**src/opc_pkg.sv**
```systemverilog
package opc_pkg;

	// Clock rate and the over-current delay step derived from it.
	localparam int CLK_HZ          = 40_000_000;
	localparam int OC_STEP_MS      = 1;
	localparam int OC_CYC_PER_STEP = CLK_HZ / 1000 * OC_STEP_MS;

	// Data widths of levels and status groups.
	localparam int LVL_W = 16;
	localparam int ST_W  = 8;

	// Register offsets, byte addresses on the register port.
	localparam logic [7:0] A_CTRL  = 8'h00;
	localparam logic [7:0] A_VIMM  = 8'h04;
	localparam logic [7:0] A_VTRIG = 8'h08;
	localparam logic [7:0] A_CIMM  = 8'h0C;
	localparam logic [7:0] A_CTRIG = 8'h10;
	localparam logic [7:0] A_OVL   = 8'h14;
	localparam logic [7:0] A_OCDLY = 8'h18;
	localparam logic [7:0] A_CMD   = 8'h1C;
	localparam logic [7:0] A_STATE = 8'h20;
	localparam logic [7:0] A_OPER  = 8'h40;
	localparam logic [7:0] A_QUES  = 8'h60;

	// Offsets inside a status group, added to its base.
	localparam logic [7:0] G_COND = 8'h00;
	localparam logic [7:0] G_EN   = 8'h04;
	localparam logic [7:0] G_EVT  = 8'h08;
	localparam logic [7:0] G_RISE = 8'h0C;
	localparam logic [7:0] G_FALL = 8'h10;

	// Control and command bit positions.
	localparam int CB_OUT   = 0;
	localparam int CB_OCP   = 1;
	localparam int CB_VSTEP = 2;
	localparam int CB_CSTEP = 3;
	localparam int CB_PON   = 4;
	localparam int KB_CLR   = 0;
	localparam int KB_TRIG  = 1;
	localparam int KB_PRE   = 2;

	// Status condition bit positions.
	localparam int OB_CV  = 0;
	localparam int OB_CC  = 1;
	localparam int OB_OFF = 2;
	localparam int QB_OV  = 0;
	localparam int QB_OC  = 1;

	// Values after reset and percentage limits.
	localparam logic [15:0] LVL_RST   = 16'h0000;
	localparam logic [15:0] OCDLY_RST = 16'h0032;
	localparam int PCT_SET_MAX = 102;
	localparam int PCT_OVL_MAX = 120;
	localparam int PCT_FULL    = 100;

	// Regulation state of the output.
	typedef enum logic [2:0] {
		OPC_OFF = 3'b001,
		OPC_CV  = 3'b010,
		OPC_CC  = 3'b100
	} opc_reg_state_t;

endpackage

```
**src/opc_status_group.sv**
```systemverilog
`timescale 1ns/1ps
module opc_status_group
	import opc_pkg::*;
#(
	parameter int W = ST_W
) (
	// Clock and reset.
	input  wire logic         core_clk_i,
	input  wire logic         rst_n_i,
	// Live condition and register access.
	input  wire logic [W-1:0] cond_i,
	input  wire logic [W-1:0] wdata_i,
	input  wire logic         en_wr_i,
	input  wire logic         rise_wr_i,
	input  wire logic         fall_wr_i,
	input  wire logic         evt_rd_i,
	input  wire logic         preset_i,
	// Register contents.
	output logic      [W-1:0] en_o,
	output logic      [W-1:0] evt_o,
	output logic      [W-1:0] rising_edge_filter_o,
	output logic      [W-1:0] falling_edge_filter_o
);

	logic [W-1:0] cond_q;
	logic [W-1:0] hit;
	logic         seen_q;

	// Edges pass only where their filter bit is set.
	// The first edge after reset only loads the history, so a condition
	// that is already high out of reset is not taken for a fresh edge.
	assign hit = ((cond_i & ~cond_q & rising_edge_filter_o)
		| (~cond_i & cond_q & falling_edge_filter_o)) & {W{seen_q}};

	// A read clears the event bits, but an edge in the same cycle wins.
	always_ff @(posedge core_clk_i or negedge rst_n_i) begin
		if (!rst_n_i) begin
			cond_q <= '0;
			evt_o  <= '0;
			seen_q <= 1'b0;
		end else begin
			seen_q <= 1'b1;
			cond_q <= cond_i;
			evt_o  <= (evt_o & ~{W{evt_rd_i}}) | hit;
		end
	end

	// Preset clears every enable bit and arms only rising edges.
	always_ff @(posedge core_clk_i or negedge rst_n_i) begin
		if (!rst_n_i) begin
			en_o                  <= '0;
			rising_edge_filter_o  <= '1;
			falling_edge_filter_o <= '0;
		end else if (preset_i) begin
			en_o                  <= '0;
			rising_edge_filter_o  <= '1;
			falling_edge_filter_o <= '0;
		end else begin
			if (en_wr_i)
				en_o <= wdata_i;
			if (rise_wr_i)
				rising_edge_filter_o <= wdata_i;
			if (fall_wr_i)
				falling_edge_filter_o <= wdata_i;
		end
	end

endmodule

```
**src/opc_oc_timer.sv**
```systemverilog
`timescale 1ns/1ps
module opc_oc_timer
	import opc_pkg::*;
#(
	parameter int CYC_PER_MS = OC_CYC_PER_STEP
) (
	// Clock and reset.
	input  wire logic             core_clk_i,
	input  wire logic             rst_n_i,
	// Arming condition and programmed delay in milliseconds.
	input  wire logic             arm_i,
	input  wire logic [LVL_W-1:0] delay_ms_i,
	// Level, high once the delay has run out while armed.
	output logic                  trip_o
);

	localparam int CW = $clog2(CYC_PER_MS + 1);

	logic [CW-1:0]    cyc_q;
	logic [LVL_W-1:0] ms_q;
	logic             tick;
	logic             done;

	if (CYC_PER_MS < 1)
		$error("opc_oc_timer: CYC_PER_MS must be at least one");

	assign tick = (cyc_q == CW'(CYC_PER_MS - 1));
	assign done = (ms_q >= delay_ms_i);

	// Dropping the arm restarts the count from zero.
	// The trip waits for the whole delay in millisecond steps.
	always_ff @(posedge core_clk_i or negedge rst_n_i) begin
		if (!rst_n_i) begin
			cyc_q  <= '0;
			ms_q   <= '0;
			trip_o <= 1'b0;
		end else if (!arm_i) begin
			cyc_q  <= '0;
			ms_q   <= '0;
			trip_o <= 1'b0;
		end else if (done) begin
			trip_o <= 1'b1;
		end else if (tick) begin
			cyc_q <= '0;
			ms_q  <= ms_q + 16'h0001;
		end else begin
			cyc_q <= cyc_q + CW'(1);
		end
	end

endmodule

```
**src/opc_top.sv**
```systemverilog
`timescale 1ns/1ps
module opc_top
	import opc_pkg::*;
#(
	parameter int V_RATING   = 50000,
	parameter int I_RATING   = 50000,
	parameter int CYC_PER_MS = OC_CYC_PER_STEP
) (
	// Clock and reset.
	input  wire logic             core_clk_i,
	input  wire logic             rst_n_i,
	// Register port.
	input  wire logic [7:0]       reg_addr_i,
	input  wire logic [31:0]      reg_wdata_i,
	input  wire logic             reg_wr_i,
	input  wire logic             reg_rd_i,
	output logic      [31:0]      reg_rdata_o,
	// Regulator feedback and trigger pins.
	input  wire logic             cc_reg_i,
	input  wire logic [LVL_W-1:0] meas_volt_i,
	input  wire logic             step_trig_i,
	// Non-volatile store.
	input  wire logic             recall_slot_zero_i,
	input  wire logic             slot0_out_en_i,
	input  wire logic [LVL_W-1:0] slot0_volt_i,
	input  wire logic [LVL_W-1:0] slot0_curr_i,
	output logic                  recall_slot_zero_o,
	output logic                  recall_slot_zero_wr_o,
	// Regulator programming and status.
	output logic                  out_enable_o,
	output logic      [LVL_W-1:0] volt_set_o,
	output logic      [LVL_W-1:0] curr_set_o,
	output logic                  overvoltage_flag_o,
	output logic                  overcurrent_flag_o,
	output logic                  constant_voltage_state_o,
	output logic                  constant_current_state_o
);

	localparam int VMAX_I = V_RATING * PCT_SET_MAX / PCT_FULL;
	localparam int IMAX_I = I_RATING * PCT_SET_MAX / PCT_FULL;
	localparam int OVL_I  = V_RATING * PCT_OVL_MAX / PCT_FULL;
	localparam logic [LVL_W-1:0] VSET_MAX = LVL_W'(VMAX_I);
	localparam logic [LVL_W-1:0] ISET_MAX = LVL_W'(IMAX_I);
	localparam logic [LVL_W-1:0] OVL_MAX  = LVL_W'(OVL_I);
	localparam int SYN_W = 4 + 3 * LVL_W;

	// Limits above the level width would wrap silently.
	if (OVL_I > 65535 || IMAX_I > 65535 || V_RATING < 1 || I_RATING < 1)
		$error("opc_top: ratings do not fit the level width");

	function automatic logic [LVL_W-1:0] clamp(
		input logic [LVL_W-1:0] v,
		input logic [LVL_W-1:0] m
	);
		return (v > m) ? m : v;
	endfunction

	// Pin synchroniser; only the second stage is read.
	logic [SYN_W-1:0] syn1_q;
	logic [SYN_W-1:0] syn2_q;
	logic             cc_s;
	logic             trig_s;
	logic             pon_s;
	logic             s0en_s;
	logic [LVL_W-1:0] meas_s;
	logic [LVL_W-1:0] s0v_s;
	logic [LVL_W-1:0] s0c_s;

	always_ff @(posedge core_clk_i or negedge rst_n_i) begin
		if (!rst_n_i) begin
			syn1_q <= '0;
			syn2_q <= '0;
		end else begin
			syn1_q <= {cc_reg_i, step_trig_i, recall_slot_zero_i,
				slot0_out_en_i, meas_volt_i, slot0_volt_i, slot0_curr_i};
			syn2_q <= syn1_q;
		end
	end

	assign {cc_s, trig_s, pon_s, s0en_s, meas_s, s0v_s, s0c_s} = syn2_q;

	// Address decode of the register port.
	wire wr_ctrl  = reg_wr_i && (reg_addr_i == A_CTRL);
	wire wr_vimm  = reg_wr_i && (reg_addr_i == A_VIMM);
	wire wr_vtrig = reg_wr_i && (reg_addr_i == A_VTRIG);
	wire wr_cimm  = reg_wr_i && (reg_addr_i == A_CIMM);
	wire wr_ctrig = reg_wr_i && (reg_addr_i == A_CTRIG);
	wire wr_ovl   = reg_wr_i && (reg_addr_i == A_OVL);
	wire wr_ocdly = reg_wr_i && (reg_addr_i == A_OCDLY);
	wire wr_cmd   = reg_wr_i && (reg_addr_i == A_CMD);
	wire [LVL_W-1:0] wlvl = reg_wdata_i[LVL_W-1:0];
	wire [ST_W-1:0]  wst  = reg_wdata_i[ST_W-1:0];
	wire cmd_clr  = wr_cmd && reg_wdata_i[KB_CLR];
	wire cmd_trig = wr_cmd && reg_wdata_i[KB_TRIG];
	wire cmd_pre  = wr_cmd && reg_wdata_i[KB_PRE];

	// Programmed state.
	logic             out_req_q;
	logic             ocp_en_q;
	logic             vstep_q;
	logic             cstep_q;
	logic [LVL_W-1:0] vimm_q;
	logic [LVL_W-1:0] vtrig_q;
	logic [LVL_W-1:0] vact_q;
	logic [LVL_W-1:0] cimm_q;
	logic [LVL_W-1:0] ctrig_q;
	logic [LVL_W-1:0] cact_q;
	logic [LVL_W-1:0] overvoltage_limit_q;
	logic [LVL_W-1:0] ocdly_q;
	logic [1:0]       pu_q;
	logic             trig_prev_q;
	logic             ov_q;
	logic             oc_q;
	opc_reg_state_t   state_q;

	// Power-up waits for the store inputs to cross the synchroniser.
	wire pu_load = (pu_q == 2'h2);
	wire recall  = pu_load && pon_s;
	wire trig_ev = (trig_s && !trig_prev_q) || cmd_trig;
	wire active  = out_req_q && !ov_q && !oc_q;

	// Trip causes and the clear qualification.
	wire ov_cause = (meas_s > overvoltage_limit_q);
	wire ov_set   = active && ov_cause;
	wire oc_trip;
	wire oc_set   = active && oc_trip;
	wire clr_ok   = cmd_clr && !ov_cause && !cc_s;

	always_ff @(posedge core_clk_i or negedge rst_n_i) begin
		if (!rst_n_i) begin
			pu_q        <= 2'h0;
			trig_prev_q <= 1'b0;
		end else begin
			pu_q        <= (pu_q == 2'h3) ? pu_q : pu_q + 2'h1;
			trig_prev_q <= trig_s;
		end
	end

	// Output enable and control bits; reset leaves the output off.
	always_ff @(posedge core_clk_i or negedge rst_n_i) begin
		if (!rst_n_i) begin
			out_req_q <= 1'b0;
			ocp_en_q  <= 1'b0;
			vstep_q   <= 1'b0;
			cstep_q   <= 1'b0;
		end else if (wr_ctrl) begin
			out_req_q <= reg_wdata_i[CB_OUT];
			ocp_en_q  <= reg_wdata_i[CB_OCP];
			vstep_q   <= reg_wdata_i[CB_VSTEP];
			cstep_q   <= reg_wdata_i[CB_CSTEP];
		end else if (recall) begin
			out_req_q <= s0en_s;
		end
	end

	// Kept power-on choice, read back at power-up and written out.
	always_ff @(posedge core_clk_i or negedge rst_n_i) begin
		if (!rst_n_i) begin
			recall_slot_zero_o    <= 1'b0;
			recall_slot_zero_wr_o <= 1'b0;
		end else begin
			recall_slot_zero_wr_o <= wr_ctrl;
			if (wr_ctrl)
				recall_slot_zero_o <= reg_wdata_i[CB_PON];
			else if (pu_load)
				recall_slot_zero_o <= pon_s;
		end
	end

	// Voltage levels, clamped to 102 percent; step mode copies on trigger.
	always_ff @(posedge core_clk_i or negedge rst_n_i) begin
		if (!rst_n_i) begin
			vimm_q  <= LVL_RST;
			vtrig_q <= LVL_RST;
			vact_q  <= LVL_RST;
		end else begin
			if (wr_vtrig)
				vtrig_q <= clamp(wlvl, VSET_MAX);
			if (wr_vimm) begin
				vimm_q <= clamp(wlvl, VSET_MAX);
				vact_q <= clamp(wlvl, VSET_MAX);
			end else if (recall) begin
				vimm_q <= clamp(s0v_s, VSET_MAX);
				vact_q <= clamp(s0v_s, VSET_MAX);
			end else if (trig_ev && vstep_q) begin
				vact_q <= vtrig_q;
			end
		end
	end

	// Current levels, same scheme; the active level is the trip point.
	always_ff @(posedge core_clk_i or negedge rst_n_i) begin
		if (!rst_n_i) begin
			cimm_q  <= LVL_RST;
			ctrig_q <= LVL_RST;
			cact_q  <= LVL_RST;
		end else begin
			if (wr_ctrig)
				ctrig_q <= clamp(wlvl, ISET_MAX);
			if (wr_cimm) begin
				cimm_q <= clamp(wlvl, ISET_MAX);
				cact_q <= clamp(wlvl, ISET_MAX);
			end else if (recall) begin
				cimm_q <= clamp(s0c_s, ISET_MAX);
				cact_q <= clamp(s0c_s, ISET_MAX);
			end else if (trig_ev && cstep_q) begin
				cact_q <= ctrig_q;
			end
		end
	end

	// Protection settings.
	always_ff @(posedge core_clk_i or negedge rst_n_i) begin
		if (!rst_n_i) begin
			overvoltage_limit_q <= OVL_MAX;
			ocdly_q             <= OCDLY_RST;
		end else begin
			if (wr_ovl)
				overvoltage_limit_q <= clamp(wlvl, OVL_MAX);
			if (wr_ocdly)
				ocdly_q <= wlvl;
		end
	end

	// The timer arms only while current regulation holds the set limit.
	opc_oc_timer #(
		.CYC_PER_MS (CYC_PER_MS)
	) u_oc_timer (
		.core_clk_i (core_clk_i),
		.rst_n_i    (rst_n_i),
		.arm_i      (ocp_en_q && active && cc_s),
		.delay_ms_i (ocdly_q),
		.trip_o     (oc_trip)
	);

	// Fault latches; a trip in the clearing cycle wins over the clear.
	always_ff @(posedge core_clk_i or negedge rst_n_i) begin
		if (!rst_n_i) begin
			ov_q <= 1'b0;
			oc_q <= 1'b0;
		end else begin
			ov_q <= ov_set || (ov_q && !clr_ok);
			oc_q <= oc_set || (oc_q && !clr_ok);
		end
	end

	// Regulation state, leaving off as soon as the output is active.
	always_ff @(posedge core_clk_i or negedge rst_n_i) begin
		if (!rst_n_i) begin
			state_q <= OPC_OFF;
		end else begin
			case (state_q)
			OPC_OFF:
				if (active)
					state_q <= cc_s ? OPC_CC : OPC_CV;
			OPC_CV:
				if (!active)
					state_q <= OPC_OFF;
				else if (cc_s)
					state_q <= OPC_CC;
			OPC_CC:
				if (!active)
					state_q <= OPC_OFF;
				else if (!cc_s)
					state_q <= OPC_CV;
			default:
				state_q <= OPC_OFF;
			endcase
		end
	end

	// Regulator outputs; an inactive output is programmed to zero.
	always_ff @(posedge core_clk_i or negedge rst_n_i) begin
		if (!rst_n_i) begin
			out_enable_o             <= 1'b0;
			volt_set_o               <= LVL_RST;
			curr_set_o               <= LVL_RST;
			overvoltage_flag_o       <= 1'b0;
			overcurrent_flag_o       <= 1'b0;
			constant_voltage_state_o <= 1'b0;
			constant_current_state_o <= 1'b0;
		end else begin
			out_enable_o             <= active;
			volt_set_o               <= active ? vact_q : LVL_RST;
			curr_set_o               <= active ? cact_q : LVL_RST;
			overvoltage_flag_o       <= ov_q;
			overcurrent_flag_o       <= oc_q;
			constant_voltage_state_o <= (state_q == OPC_CV);
			constant_current_state_o <= (state_q == OPC_CC);
		end
	end

	// Status groups fed from regulation state and fault latches.
	logic [ST_W-1:0] op_cond;
	logic [ST_W-1:0] qu_cond;
	logic [ST_W-1:0] op_en, op_evt, op_rise, op_fall;
	logic [ST_W-1:0] qu_en, qu_evt, qu_rise, qu_fall;

	always_comb begin
		op_cond         = '0;
		qu_cond         = '0;
		op_cond[OB_CV]  = (state_q == OPC_CV);
		op_cond[OB_CC]  = (state_q == OPC_CC);
		op_cond[OB_OFF] = (state_q == OPC_OFF);
		qu_cond[QB_OV]  = ov_q;
		qu_cond[QB_OC]  = oc_q;
	end

	// One group per status set, each with its own edge filters.
	for (genvar g = 0; g < 2; g++) begin : g_grp
		localparam logic [7:0] BASE = (g == 0) ? A_OPER : A_QUES;
		wire [ST_W-1:0] en_w, evt_w, rise_w, fall_w;
		opc_status_group #(
			.W (ST_W)
		) u_grp (
			.core_clk_i            (core_clk_i),
			.rst_n_i               (rst_n_i),
			.cond_i                ((g == 0) ? op_cond : qu_cond),
			.wdata_i               (wst),
			.en_wr_i   (reg_wr_i && reg_addr_i == BASE + G_EN),
			.rise_wr_i (reg_wr_i && reg_addr_i == BASE + G_RISE),
			.fall_wr_i (reg_wr_i && reg_addr_i == BASE + G_FALL),
			.evt_rd_i  (reg_rd_i && reg_addr_i == BASE + G_EVT),
			.preset_i              (cmd_pre),
			.en_o                  (en_w),
			.evt_o                 (evt_w),
			.rising_edge_filter_o  (rise_w),
			.falling_edge_filter_o (fall_w)
		);
	end

	assign {op_en, op_evt, op_rise, op_fall} =
		{g_grp[0].en_w, g_grp[0].evt_w, g_grp[0].rise_w, g_grp[0].fall_w};
	assign {qu_en, qu_evt, qu_rise, qu_fall} =
		{g_grp[1].en_w, g_grp[1].evt_w, g_grp[1].rise_w, g_grp[1].fall_w};

	// Read mux; unmapped addresses read as zero.
	logic [31:0] rd_mux;
	always_comb begin
		rd_mux = 32'h0000_0000;
		if (reg_addr_i == A_CTRL)
			rd_mux[4:0] = {recall_slot_zero_o, cstep_q, vstep_q,
				ocp_en_q, out_req_q};
		else if (reg_addr_i == A_VIMM)
			rd_mux[LVL_W-1:0] = vimm_q;
		else if (reg_addr_i == A_VTRIG)
			rd_mux[LVL_W-1:0] = vtrig_q;
		else if (reg_addr_i == A_CIMM)
			rd_mux[LVL_W-1:0] = cimm_q;
		else if (reg_addr_i == A_CTRIG)
			rd_mux[LVL_W-1:0] = ctrig_q;
		else if (reg_addr_i == A_OVL)
			rd_mux[LVL_W-1:0] = overvoltage_limit_q;
		else if (reg_addr_i == A_OCDLY)
			rd_mux[LVL_W-1:0] = ocdly_q;
		else if (reg_addr_i == A_STATE)
			rd_mux[4:0] = {oc_q, ov_q, state_q};
		else if (reg_addr_i == A_OPER + G_COND)
			rd_mux[ST_W-1:0] = op_cond;
		else if (reg_addr_i == A_OPER + G_EN)
			rd_mux[ST_W-1:0] = op_en;
		else if (reg_addr_i == A_OPER + G_EVT)
			rd_mux[ST_W-1:0] = op_evt;
		else if (reg_addr_i == A_OPER + G_RISE)
			rd_mux[ST_W-1:0] = op_rise;
		else if (reg_addr_i == A_OPER + G_FALL)
			rd_mux[ST_W-1:0] = op_fall;
		else if (reg_addr_i == A_QUES + G_COND)
			rd_mux[ST_W-1:0] = qu_cond;
		else if (reg_addr_i == A_QUES + G_EN)
			rd_mux[ST_W-1:0] = qu_en;
		else if (reg_addr_i == A_QUES + G_EVT)
			rd_mux[ST_W-1:0] = qu_evt;
		else if (reg_addr_i == A_QUES + G_RISE)
			rd_mux[ST_W-1:0] = qu_rise;
		else if (reg_addr_i == A_QUES + G_FALL)
			rd_mux[ST_W-1:0] = qu_fall;
	end

	// Read data stands for exactly the cycle after the strobe.
	always_ff @(posedge core_clk_i or negedge rst_n_i) begin
		if (!rst_n_i)
			reg_rdata_o <= 32'h0000_0000;
		else
			reg_rdata_o <= reg_rd_i ? rd_mux : 32'h0000_0000;
	end

	// Checks on the protection and level paths.
	AST_OFF_ZERO: assert property (@(posedge core_clk_i)
		disable iff (!rst_n_i) !active |=> (volt_set_o == 16'h0000
		&& curr_set_o == 16'h0000 && !out_enable_o))
		else $error("inactive output not driven to zero");
	AST_ON_STATE: assert property (@(posedge core_clk_i)
		disable iff (!rst_n_i) active |=> (state_q != OPC_OFF) ##1
		(constant_voltage_state_o || constant_current_state_o))
		else $error("enabled output still reported off");
	AST_PU_RECALL: assert property (@(posedge core_clk_i)
		disable iff (!rst_n_i) (recall && s0en_s && !wr_ctrl) |=> out_req_q)
		else $error("slot zero output state not restored");
	AST_CLEAR: assert property (@(posedge core_clk_i)
		disable iff (!rst_n_i) (clr_ok && !ov_set && !oc_set)
		|=> (!ov_q && !oc_q && (active == out_req_q)))
		else $error("protection clear did not release the output");
	AST_CLEAR_BLOCK: assert property (@(posedge core_clk_i)
		disable iff (!rst_n_i) (ov_q && ov_cause) |=> ov_q)
		else $error("fault cleared while its cause remains");
	AST_STEP_V: assert property (@(posedge core_clk_i)
		disable iff (!rst_n_i) (trig_ev && vstep_q && !wr_vimm && !recall)
		|=> vact_q == $past(vtrig_q))
		else $error("step trigger did not load triggered voltage");
	AST_HOLD_LEVEL_MODE_I: assert property (@(posedge core_clk_i)
		disable iff (!rst_n_i) (trig_ev && !cstep_q && !wr_cimm && !recall)
		|=> $stable(cact_q))
		else $error("hold_level_mode mode current changed on trigger");
	AST_OV_TRIP: assert property (@(posedge core_clk_i)
		disable iff (!rst_n_i) ov_set |=> ov_q ##1 (!out_enable_o
		&& overvoltage_flag_o))
		else $error("over-voltage did not disable the output");
	AST_OC_TRIP: assert property (@(posedge core_clk_i)
		disable iff (!rst_n_i) oc_set |=> oc_q ##1 !out_enable_o)
		else $error("over-current did not disable the output");
	AST_LVL_MAX: assert property (@(posedge core_clk_i)
		disable iff (!rst_n_i) vimm_q <= VSET_MAX && cimm_q <= ISET_MAX
		&& vtrig_q <= VSET_MAX && ctrig_q <= ISET_MAX)
		else $error("setpoint above 102 percent of rating");

endmodule

```
**config.mk**
```make
export PLATFORM = sky130hd
export DESIGN_NAME = opc_top
export DESIGN_NICKNAME = d
export VERILOG_FILES = /design/src/opc_pkg.sv /design/src/opc_status_group.sv /design/src/opc_oc_timer.sv /design/src/opc_top.sv
export SDC_FILE = /design/constraint.sdc
export NUM_CORES = 1
export LEC_CHECK = 0
export BUFFER_PORTS_ARGS = -buffer_cell sky130_fd_sc_hd__buf_2
export CORE_AREA = 2 2 197 199
export DETAILED_ROUTE_END_ITERATION = 12
export DIE_AREA = 0 0 199 201
export PLACE_DENSITY = 0.72
export REMOVE_ABC_BUFFERS = 1
export SYNTH_ARGS = -nofsm -noshare
export SYNTH_HDL_FRONTEND = slang
export SYNTH_HIERARCHICAL = 1
export SYNTH_SLANG_ARGS = --single-unit
```
**constraint.sdc**
```tcl
create_clock -name core_clk_i -period 2.8 [get_ports core_clk_i]
set_input_delay 0.42 -clock core_clk_i [delete_from_list [all_inputs] [get_ports core_clk_i]]
set_output_delay 0.42 -clock core_clk_i [all_outputs]
set_load 0.05 [all_outputs]
```
# After elaboration in Yosys (flattened, before gate mapping)
# Index checks and enable logic that the tools add are counted.
[totals]
reg_bits = 402
latchBits = 0
elab_cells = 230
romBits = 0
mem_bits_rw = 0
out_inout_bits = 71
memories = 0
[op_classes]
n_mux = 69
eq_ne = 30
n_reduce_logical = 57
shifts = 0
div_mod_pow = 0
n_mul = 0
addsub = 3
bitwise_logic = 22
magnitude_cmp = 6
[ops]
columns = ["operator", "count"]
rows = [
  ["two-way mux 16 bit", 28],
  ["two-way mux 8 bit", 24],
  ["equality test 8 x 7 -> 1 bit (second input constant)", 10],
  ["AND 8 bit", 8],
  ["greater-than comparator 16 bit (second input constant)", 4],
  ["logical AND 1 bit", 33],
  ["adder 16 x 1 -> 16 bit (second input constant)", 2],
  ["equality test 8 x 5 -> 1 bit (second input constant)", 4],
  ["bitwise OR 8 bit", 4],
  ["two-way mux 3 bit", 7],
  ["nonzero test 2 bit", 10],
  ["equality test 16 bit (second input constant)", 1],
  ["equality test 8 x 4 -> 1 bit (second input constant)", 2],
  [">= comparator 16 bit", 1],
  ["greater-than comparator 16 bit", 1],
  ["NOT 2 -> 8 bit", 2],
  ["NOT 3 -> 8 bit", 2],
  ["NOT 8 bit", 2],
  ["two-way mux 11 bit", 1],
  ["two-way mux 5 bit", 2],
  ["case mux 3 bit (3 select lines)", 1],
  ["AND 2 x 8 -> 8 bit", 1],
  ["AND 3 x 8 -> 8 bit", 1],
  ["AND 8 x 2 -> 8 bit", 1],
  ["other kinds (17)", 35],
]

# Logic depth before layout (Yosys ltp)
# Gate-level depths: netlist (run 1).
[depth]
word_depth = 20
depth_mapped = 10
mapped_depth_nobuf = 8

# Hierarchy
# The synthesis (run 1) kept the hierarchy.
[by_module_without_submodules]
columns = ["mod", "n_inst", "cells_each", "area_each_um2", "seq_area_each_um2"]
rows = [
  ["opc_top", 1, 1177, 13006.2, 7495.9],
  ["opc_status_group", 2, 129, 1657.8, 1036.0],
  ["opc_oc_timer", 1, 263, 2399.8, 825.8],
]

# Worst setup path after synthesis (run 1)
# No wires, ideal clock.
[synth_timing]
path_kind = "reg-to-reg"
from = "reg ocdly_q[1]"
to = "reg u_oc_timer.ms_q[10]"
path_stages_with_launch = 9
required_ns = 2.660
path_buffers = 2
t_arrival_ns = 2.258
setup_slack_ns = 0.402
cell_sequence = "dfstp_2 inv_1 ha_1 a2111oi_0 o32ai_1 clkbuf_1 clkbuf_1 o311ai_0 o41ai_1"
[synth_via]
elab_chain_len = 3
[synth_rtl]
columns = ["item", "line_no", "rtl"]
rows = [
  ["start, declared", "opc_top.sv:109", "logic [LVL_W-1:0] ocdly_q;"],
  ["start signal, assigned", "opc_top.sv:221", "ocdly_q <= wlvl;"],
  [">= comparator 16 bit", "opc_oc_timer.sv:28", "assign done = (ms_q >= delay_ms_i);"],
  ["!= test 2 bit (no line)", "--", ""],
  ["AND reduction 2 bit (no line)", "--", ""],
  ["end signal, assigned", "opc_oc_timer.sv:45", "ms_q <= ms_q + 16'h0001;"],
  ["end, declared", "opc_oc_timer.sv:20", "logic [LVL_W-1:0] ms_q;"],
]
# No other way between the ends.
# A chain may end at the register's enable or synchronous reset.

# Worst setup path after layout (run 1)
[layout_timing]
from = "reg ocdly_q[5]"
to = "reg u_oc_timer.cyc_q[0]"
[layout_via]
elab_chain_len = 2
[layout_rtl]
columns = ["item", "line_no", "rtl"]
rows = [
  [">= comparator 16 bit", "opc_oc_timer.sv:28", ""],
  ["!= test 2 bit (no line)", "--", ""],
  ["end signal, assigned", "opc_oc_timer.sv:47", "cyc_q <= cyc_q + CW'(1);"],
  ["end, declared", "opc_oc_timer.sv:19", "logic [CW-1:0] cyc_q;"],
]
# No other way between the ends.

==> metrics.md, run 1 <==
| Metric | Value |
|---|---|
| Status | finished clean |
| Layout area overhead | 20.4% |
| Largest net degree at the start of global routing | 122 |
| Sequential share of the synthesized area | 55.5% |
| CP max-delay cell | dfstp_2 |
| CP Launch Type | flop |
| Critical path endpoint category | flop |
| Part of the cycle the worst path needs | 95.7% |
| Die Wd | 199 um |
| Final Critical Period | 2.68 ns |
| Commonest non-fill, non-tap cell in the layout | dfrtp_1 |
| Max Slew Vio Count | 0 |
| Vias in the first global route | 15300 |
| Hold crit path type | primary input to flop |
| Via/cell ratio | 6.01 |
| ANT nets after route | 0 |
| Synth cell types | 89 |
| Cell Area, Synth | 18700 sq um |
| Worst vdd ir | 0.685 mV |
| Skew final | 0.0137 ns |
| Pwr dens | 669 nW/um^2 |
| RSZ-0062 raised after global routing | no |
| H-tree levels | 2 |
| Synthesized area per cell | 11.0 sq um |
| Clock root buffer | clkbuf_16 |
| Hold_ws | 0.143 ns |
| First-pass GRT wire length | 88400 um |
| DP HPWL | 38800 um |
| Initial Util | 49.1% |
| Worst-Margin Slew | 0.715 ns |
| Final setup TNS | 0 ns |
| Ys async rst share | 100% |
| Proportion of layout cells with a drive suffix above 1 | 20.6% |
| Initial antenna violation count | 4 |
| Hold Vio Cnt, Final | 0 |
| Initial DRC count | 1409 |
| CP bufs+invs | 2 |
| Max transition margin | 52.2% |
| Drt wl/cell | 22.5 um |
| Crit Path Max Fanout | 47 |
| WL final | 56500 um |
| Post-Syn Instances | 1698 |
| Max incr delay on CP | 0.56 ns |
| Total core area | 38100 sq um |
| Top-level I/O count | 167 |
| Commonest cells after routing, fill and taps aside | 387 x dfrtp_1, 133 x buf_2, 132 x nor2_1, 112 x nand2_1, 98 x a21oi_1 |
| Sequential Area | 10400 sq um |
| GRT overflow | 0 |
| LEAKAGE | 10.2 nW |
| Post-synth EDFFs | 0 |
| FMAX | 373 MHz |
| Worst Path Arrival | 3.14 ns |
| # nets final | 2084 |
| Most frequent CP cell | a21oi_1 |
| Worst path cell trace | inv_1 > ha_1 > a41o_1 > a21oi_1 > o32ai_4 > buf_4 > or4_1 > a21oi_1 |
| Die height | 201 um |
| Delay-heaviest family, CP | compound AO/OA/AOI/OAI gates |
| Via count | 15100 |
| Register bit total from synthesis | 414 |
| Top_reg_cell synth | dfrtp_1 |
| CTS Buffer Depth | 3 |
| Max-cap violations | 0 |
| Final setup vio count | 0 |
| CTS tree | built |
| Setup bufs post-CTS | 0 |
| DRC viols | 0 |
| Die ar. | 40000 sq um |
| Footprint of the multi-input gates | 7750 sq um |
| Clk Latency, worst-skew pair | 0.56 ns |
| Yosys warning count | 6 |
| GP Congestion | 0.988 |
| Critical path class | flop to flop |
| Crit path required time | 3.26 ns |
| Filler instances | 3110 |
| Worst-path clk slew | 0.06 ns |
| Tot GR Track Use | 28.7% |
| Num CTS Buffers | 42 |
| Port bufs | 134 |
| Clock net sink count | 414 |
| # rows | 72 |
| Pre-Repair DR Iteration Count | 7 |
cells in the mapped netlist (all sizes together) (37+ instances only):
cell type	number	area [sq um]
clkbuf	59	225
a21oi	98	490
nand2	114	433
o21ai	79	395
mux2i	41	410
inv	49	184
nand3	54	270
nor2	140	551
mux2	40	450
dfrtp	387	9680
buf	64	392
nand2b	37	231
metal layers:
metal / vias up / part of all wire (%) / track usage (%)
li1: 6714 / - / -
met1: 7542 / 41 / 38.3
met2: 646 / 48 / 47.0
met3: 154 / 6.6 / 4.62
met4: 4 / 4.5 / 11.8
met5: - / 0.046 / 0
area by class of cell:
| cell class | instances | area share [%] |
|---|---|---|
| diodes | 2 | 0.0222 |
| inverters | 50 | 0.833 |
| multi-input cells | 1159 | 34.4 |
| well taps | 518 | 2.88 |
| clock buffers | 54 | 5.28 |
| clock inverters | 23 | 1.44 |
| repair buffers | 285 | 9.03 |
| flip-flops and latches | 414 | 46.1 |
repair_timing:
item	CTS	global route
hold buffers	53	0
setup endpoints to repair	0	12
resized for setup	0	2
endpoints found under the hold margin	89	0
logic make-up after synthesis:
group | Yosys count | synth area share (%)
compound gates | 461 | 17.7
other cells | 3 | 0.0601
flops | 414 | 55.5
fa+ha+maj | 36 | 2.41
buf+inv | 173 | 4.30
mux | 82 | 4.72
simple gates | 527 | 15.2
xor+xnor | 2 | 0.0936
through the flow:
stage	setup slack, ns	power [mW]	utilization [%]	instance area (sq um)	std cells
after floorplan	-1.24	8.00	-	18300	1623
after global placement	0.210	8.87	53.8	20500	2373
after detailed placement	0.125	8.93	53.8	20500	2373
after CTS	0.105	15.1	59.1	22500	2503
after global routing	0.00162	15.6	59.1	22500	2505
final	0.122	15.1	59.1	22500	2505
path summary, 6_finish.rpt:
path | start | endpoint | slack, ns | depth (start not counted)
setup / recovery | ocdly_q[5] | u_oc_timer/cyc_q[0] | 0.12 | 8
hold / removal | reg_wdata_i[13] | overvoltage_limit_q[13] | 0.14 | 3
setup reg to reg | ocdly_q[5] | u_oc_timer/cyc_q[0] | 0.12 | 8
hold reg to reg | syn1_q[24] | syn2_q[24] | 0.34 | 0
max in group asynchronous | rst_n_i | curr_set_o[7] | 1.46 | 4
min in group asynchronous | rst_n_i | pu_q[1] | 0.29 | 2
worst register-to-register path, stage by stage, from the launching register on:
cell     delay (ns)
dfstp_2        0.56
inv_1          0.06
ha_1           0.31
a41o_1         0.25
a21oi_1        0.26
o32ai_4        0.16
buf_4          0.29
or4_1          0.55
a21oi_1        0.16
sequential cells by signal, indices dropped and copies added (netlist names), 3 cells and up:
signal / cells
volt_set_o: 16
ocdly_q: 16
g_grp.u_grp/falling_edge_filter_o: 16
cact_q: 16
g_grp.u_grp/evt_o: 16
ctrig_q: 16
u_oc_timer/ms_q: 16
overvoltage_limit_q: 16
state_q: 3
syn2_q: 52
cimm_q: 16
curr_set_o: 16
g_grp.u_grp/en_o: 16
g_grp.u_grp/rising_edge_filter_o: 16
reg_rdata_o: 16
syn1_q: 52
g_grp.u_grp/cond_q: 16
vimm_q: 16
u_oc_timer/cyc_q: 16
vtrig_q: 16
vact_q: 16
report_power, final:
| group | internal (mW) | switching (mW) | leakage (nW) |
|---|---|---|---|
| combinational | 0.691 | 1.37 | 4.30 |
| sequential | 6.52 | 0.353 | 5.21 |
| clock | 3.68 | 2.45 | 0.729 |
(Power assumes the default switching activity.)
==> inputs of run 2 (changes only) <==
- GPL_TIMING_DRIVEN: unset -> 0
==> run 2 against run 1 <==
Global-route usage shrank 1.6 points. Clock power is 1% lower. Die area stayed put. Via count is 0.43% lower. Critical path type is now primary input to flop. Highest routed layer unchanged. Sequential power is essentially flat.
==> metrics.md, run 2 (synthesis gave the netlist of run 1 again) <==
| Metric | Value |
|---|---|
| Status | finished clean |
| CTS tree | built |
| CP max-delay cell | nor2b_2 |
| Vias in the first global route | 14700 |
| Worst-path clk slew | 0.07 ns |
| Clock net sink count | 414 |
| Max Slew Vio Count | 0 |
| Pwr dens | 676 nW/um^2 |
| Total core area | 38100 sq um |
| Footprint of the multi-input gates | 7920 sq um |
| WP depth | 7 |
| Placed insts | 2289 |
| Hold crit path type | primary input to flop |
| Die ar. | 40000 sq um |
| Max incr delay on CP | 0.71 ns |
| Reg2Reg Setup Slack | 0.15 ns |
| Max-cap violations | 0 |
| DP HPWL | 35200 um |
| RSZ-0062 raised after global routing | no |
| Reg2reg end | u_oc_timer/cyc_q[9] |
| Final setup TNS | 0 ns |
| CP Launch Type | primary input |
| FF-to-FF path depth | 6 |
| Worst path cell trace | buf_4 > nor2b_2 > a22oi_1 > nor2_1 > o22a_1 > o221ai_1 > a211oi_1 |
| Commonest cells after routing, fill and taps aside | 387 x dfrtp_1, 131 x buf_2, 130 x nor2_1, 110 x nand2_1, 96 x a21oi_1 |
| Largest net degree at the start of global routing | 127 |
| PnR Total Power | 15.0 mW |
| # nets final | 2017 |
| First-pass GRT wire length | 84300 um |
| Post-Layout Cell Count | 2438 |
| GP Congestion | 0.966 |
| GRT overflow | 0 |
| Critical path class | primary input to flop |
| Crit Path Max Fanout | 46 |
| # rows | 72 |
| Final Critical Period | 2.72 ns |
| FMAX | 368 MHz |
| Num CTS Buffers | 41 |
| Max transition margin | 12.2% |
| Crit path from | reg_addr_i[2] |
| Die Wd | 199 um |
| Commonest non-fill, non-tap cell in the layout | dfrtp_1 |
| LEAKAGE | 9.96 nW |
| Filler instances | 3098 |
| Part of the cycle the worst path needs | 97.1% |
| Port bufs | 134 |
| Die height | 201 um |
| Via/cell ratio | 6.15 |
| Top-level I/O count | 167 |
| CTS Buffer Depth | 3 |
| CP bufs+invs | 1 |
| Reg2reg start | u_oc_timer/ms_q[2] |
| Layout area overhead | 18.6% |
| Crit path required time | 3.22 ns |
| Largest registers | syn1_q (52), syn2_q (52) |
| Hold Vio Cnt, Final | 0 |
| Sequential Area | 10400 sq um |
| Crit path to | reg_rdata_o[6] |
| Tot GR Track Use | 27.1% |
| Clock root buffer | clkbuf_16 |
| Pre-Repair DR Iteration Count | 6 |
| Initial DRC count | 1632 |
| Worst vdd ir | 0.601 mV |
| Clk Latency, worst-skew pair | 0.56 ns |
| Final setup vio count | 0 |
| Critical path endpoint category | flop |
| Skew final | 0.0296 ns |
| Via count | 15000 |
| Drt wl/cell | 22.0 um |
| Proportion of layout cells with a drive suffix above 1 | 18.6% |
| Initial Util | 49.1% |
| H-tree levels | 2 |
| Worst-Margin Slew | 1.32 ns |
| Initial antenna violation count | 3 |
| Delay-heaviest family, CP | compound AO/OA/AOI/OAI gates |
| DRC viols | 0 |
| ANT nets after route | 0 |
| WL final | 53700 um |
| Worst Path Arrival | 3.14 ns |
[run 2: cell count changes in the layout (fill, tap and decap cells not counted), sizes merged]
cell / change
and3: +1
buf: -69
clkbuf: +2
clkinv: -1
inv: -2
nand4: +1
o32ai: +1
[run 2: timing repair]
action / CTS / global route
pin swaps: 5 / 4
setup buffers: 5 / 10
gates resized for setup: 17 / 9
setup endpoints to repair: 186 / 47
hold endpoints to repair: 92 / 0
cloned: 3 / 0
hold buffers: 53 / 0
[run 2: cell type report]
type                       count  area share (%)
inverter                      50           0.845
clock buffer                  56            5.43
antenna                        2          0.0225
tap                          518            2.92
sequential                   414            46.8
timing repair buffer         216            6.98
multi-input combinational   1162            35.7
clock inverter                20            1.33
[run 2: report_power, final]
group	total [mW]	switching [mW]	internal (mW)
registers	6.88	0.367	6.52
logic	2.07	1.35	0.720
clock network	6.05	2.37	3.68
[run 2: worst min-delay path by stage]
stage | startpoint | endpoint | slack (ns) | depth (start not counted)
after global placement | syn1_q[27] | syn2_q[27] | 0.33 | 0
after detailed placement | syn1_q[11] | syn2_q[11] | 0.33 | 0
after CTS | reg_wdata_i[13] | overvoltage_limit_q[13] | 0.12 | 3
after global routing | reg_wdata_i[11] | overvoltage_limit_q[11] | 0.15 | 2
after floorplan | rst_n_i | cact_q[0] | 0.12 | 0
final | reg_wdata_i[13] | overvoltage_limit_q[13] | 0.13 | 3
[run 2: worst reg2reg max path: cells and delay by family, from the launching register on]
family	cells	cell delay, ns
adder cells (fa/ha/maj)	1	0.31
AND/OR/NAND/NOR	1	0.50
flip-flops	1	0.45
AO/OA/AOI/OAI	4	1.27
[run 2: per-stage QoR]
| step | hold WS (ns) | instance area [sq um] | setup slack [ns] | util [%] |
|---|---|---|---|---|
| 2_1_floorplan | 0.124 | 18300 | -1.24 | - |
| 3_3_place_gp | 0.333 | 19600 | -6.65 | 51.4 |
| 3_5_place_dp | 0.335 | 19900 | -2.03 | 52.2 |
| 4_1_cts | 0.120 | 22100 | 0.0101 | 57.9 |
| 5_1_grt | 0.150 | 22200 | 0.00571 | 58.3 |
| 6_report | 0.132 | 22200 | 0.0817 | 58.3 |
[run 2: per-layer routing]
layer	vias up	GRT usage [%]	part of all wire, %
li1	6598	-	-
met1	7442	36.8	41
met2	756	42.7	46
met3	195	4.49	7.4
met4	4	12.9	5.2
met5	-	0	0.028
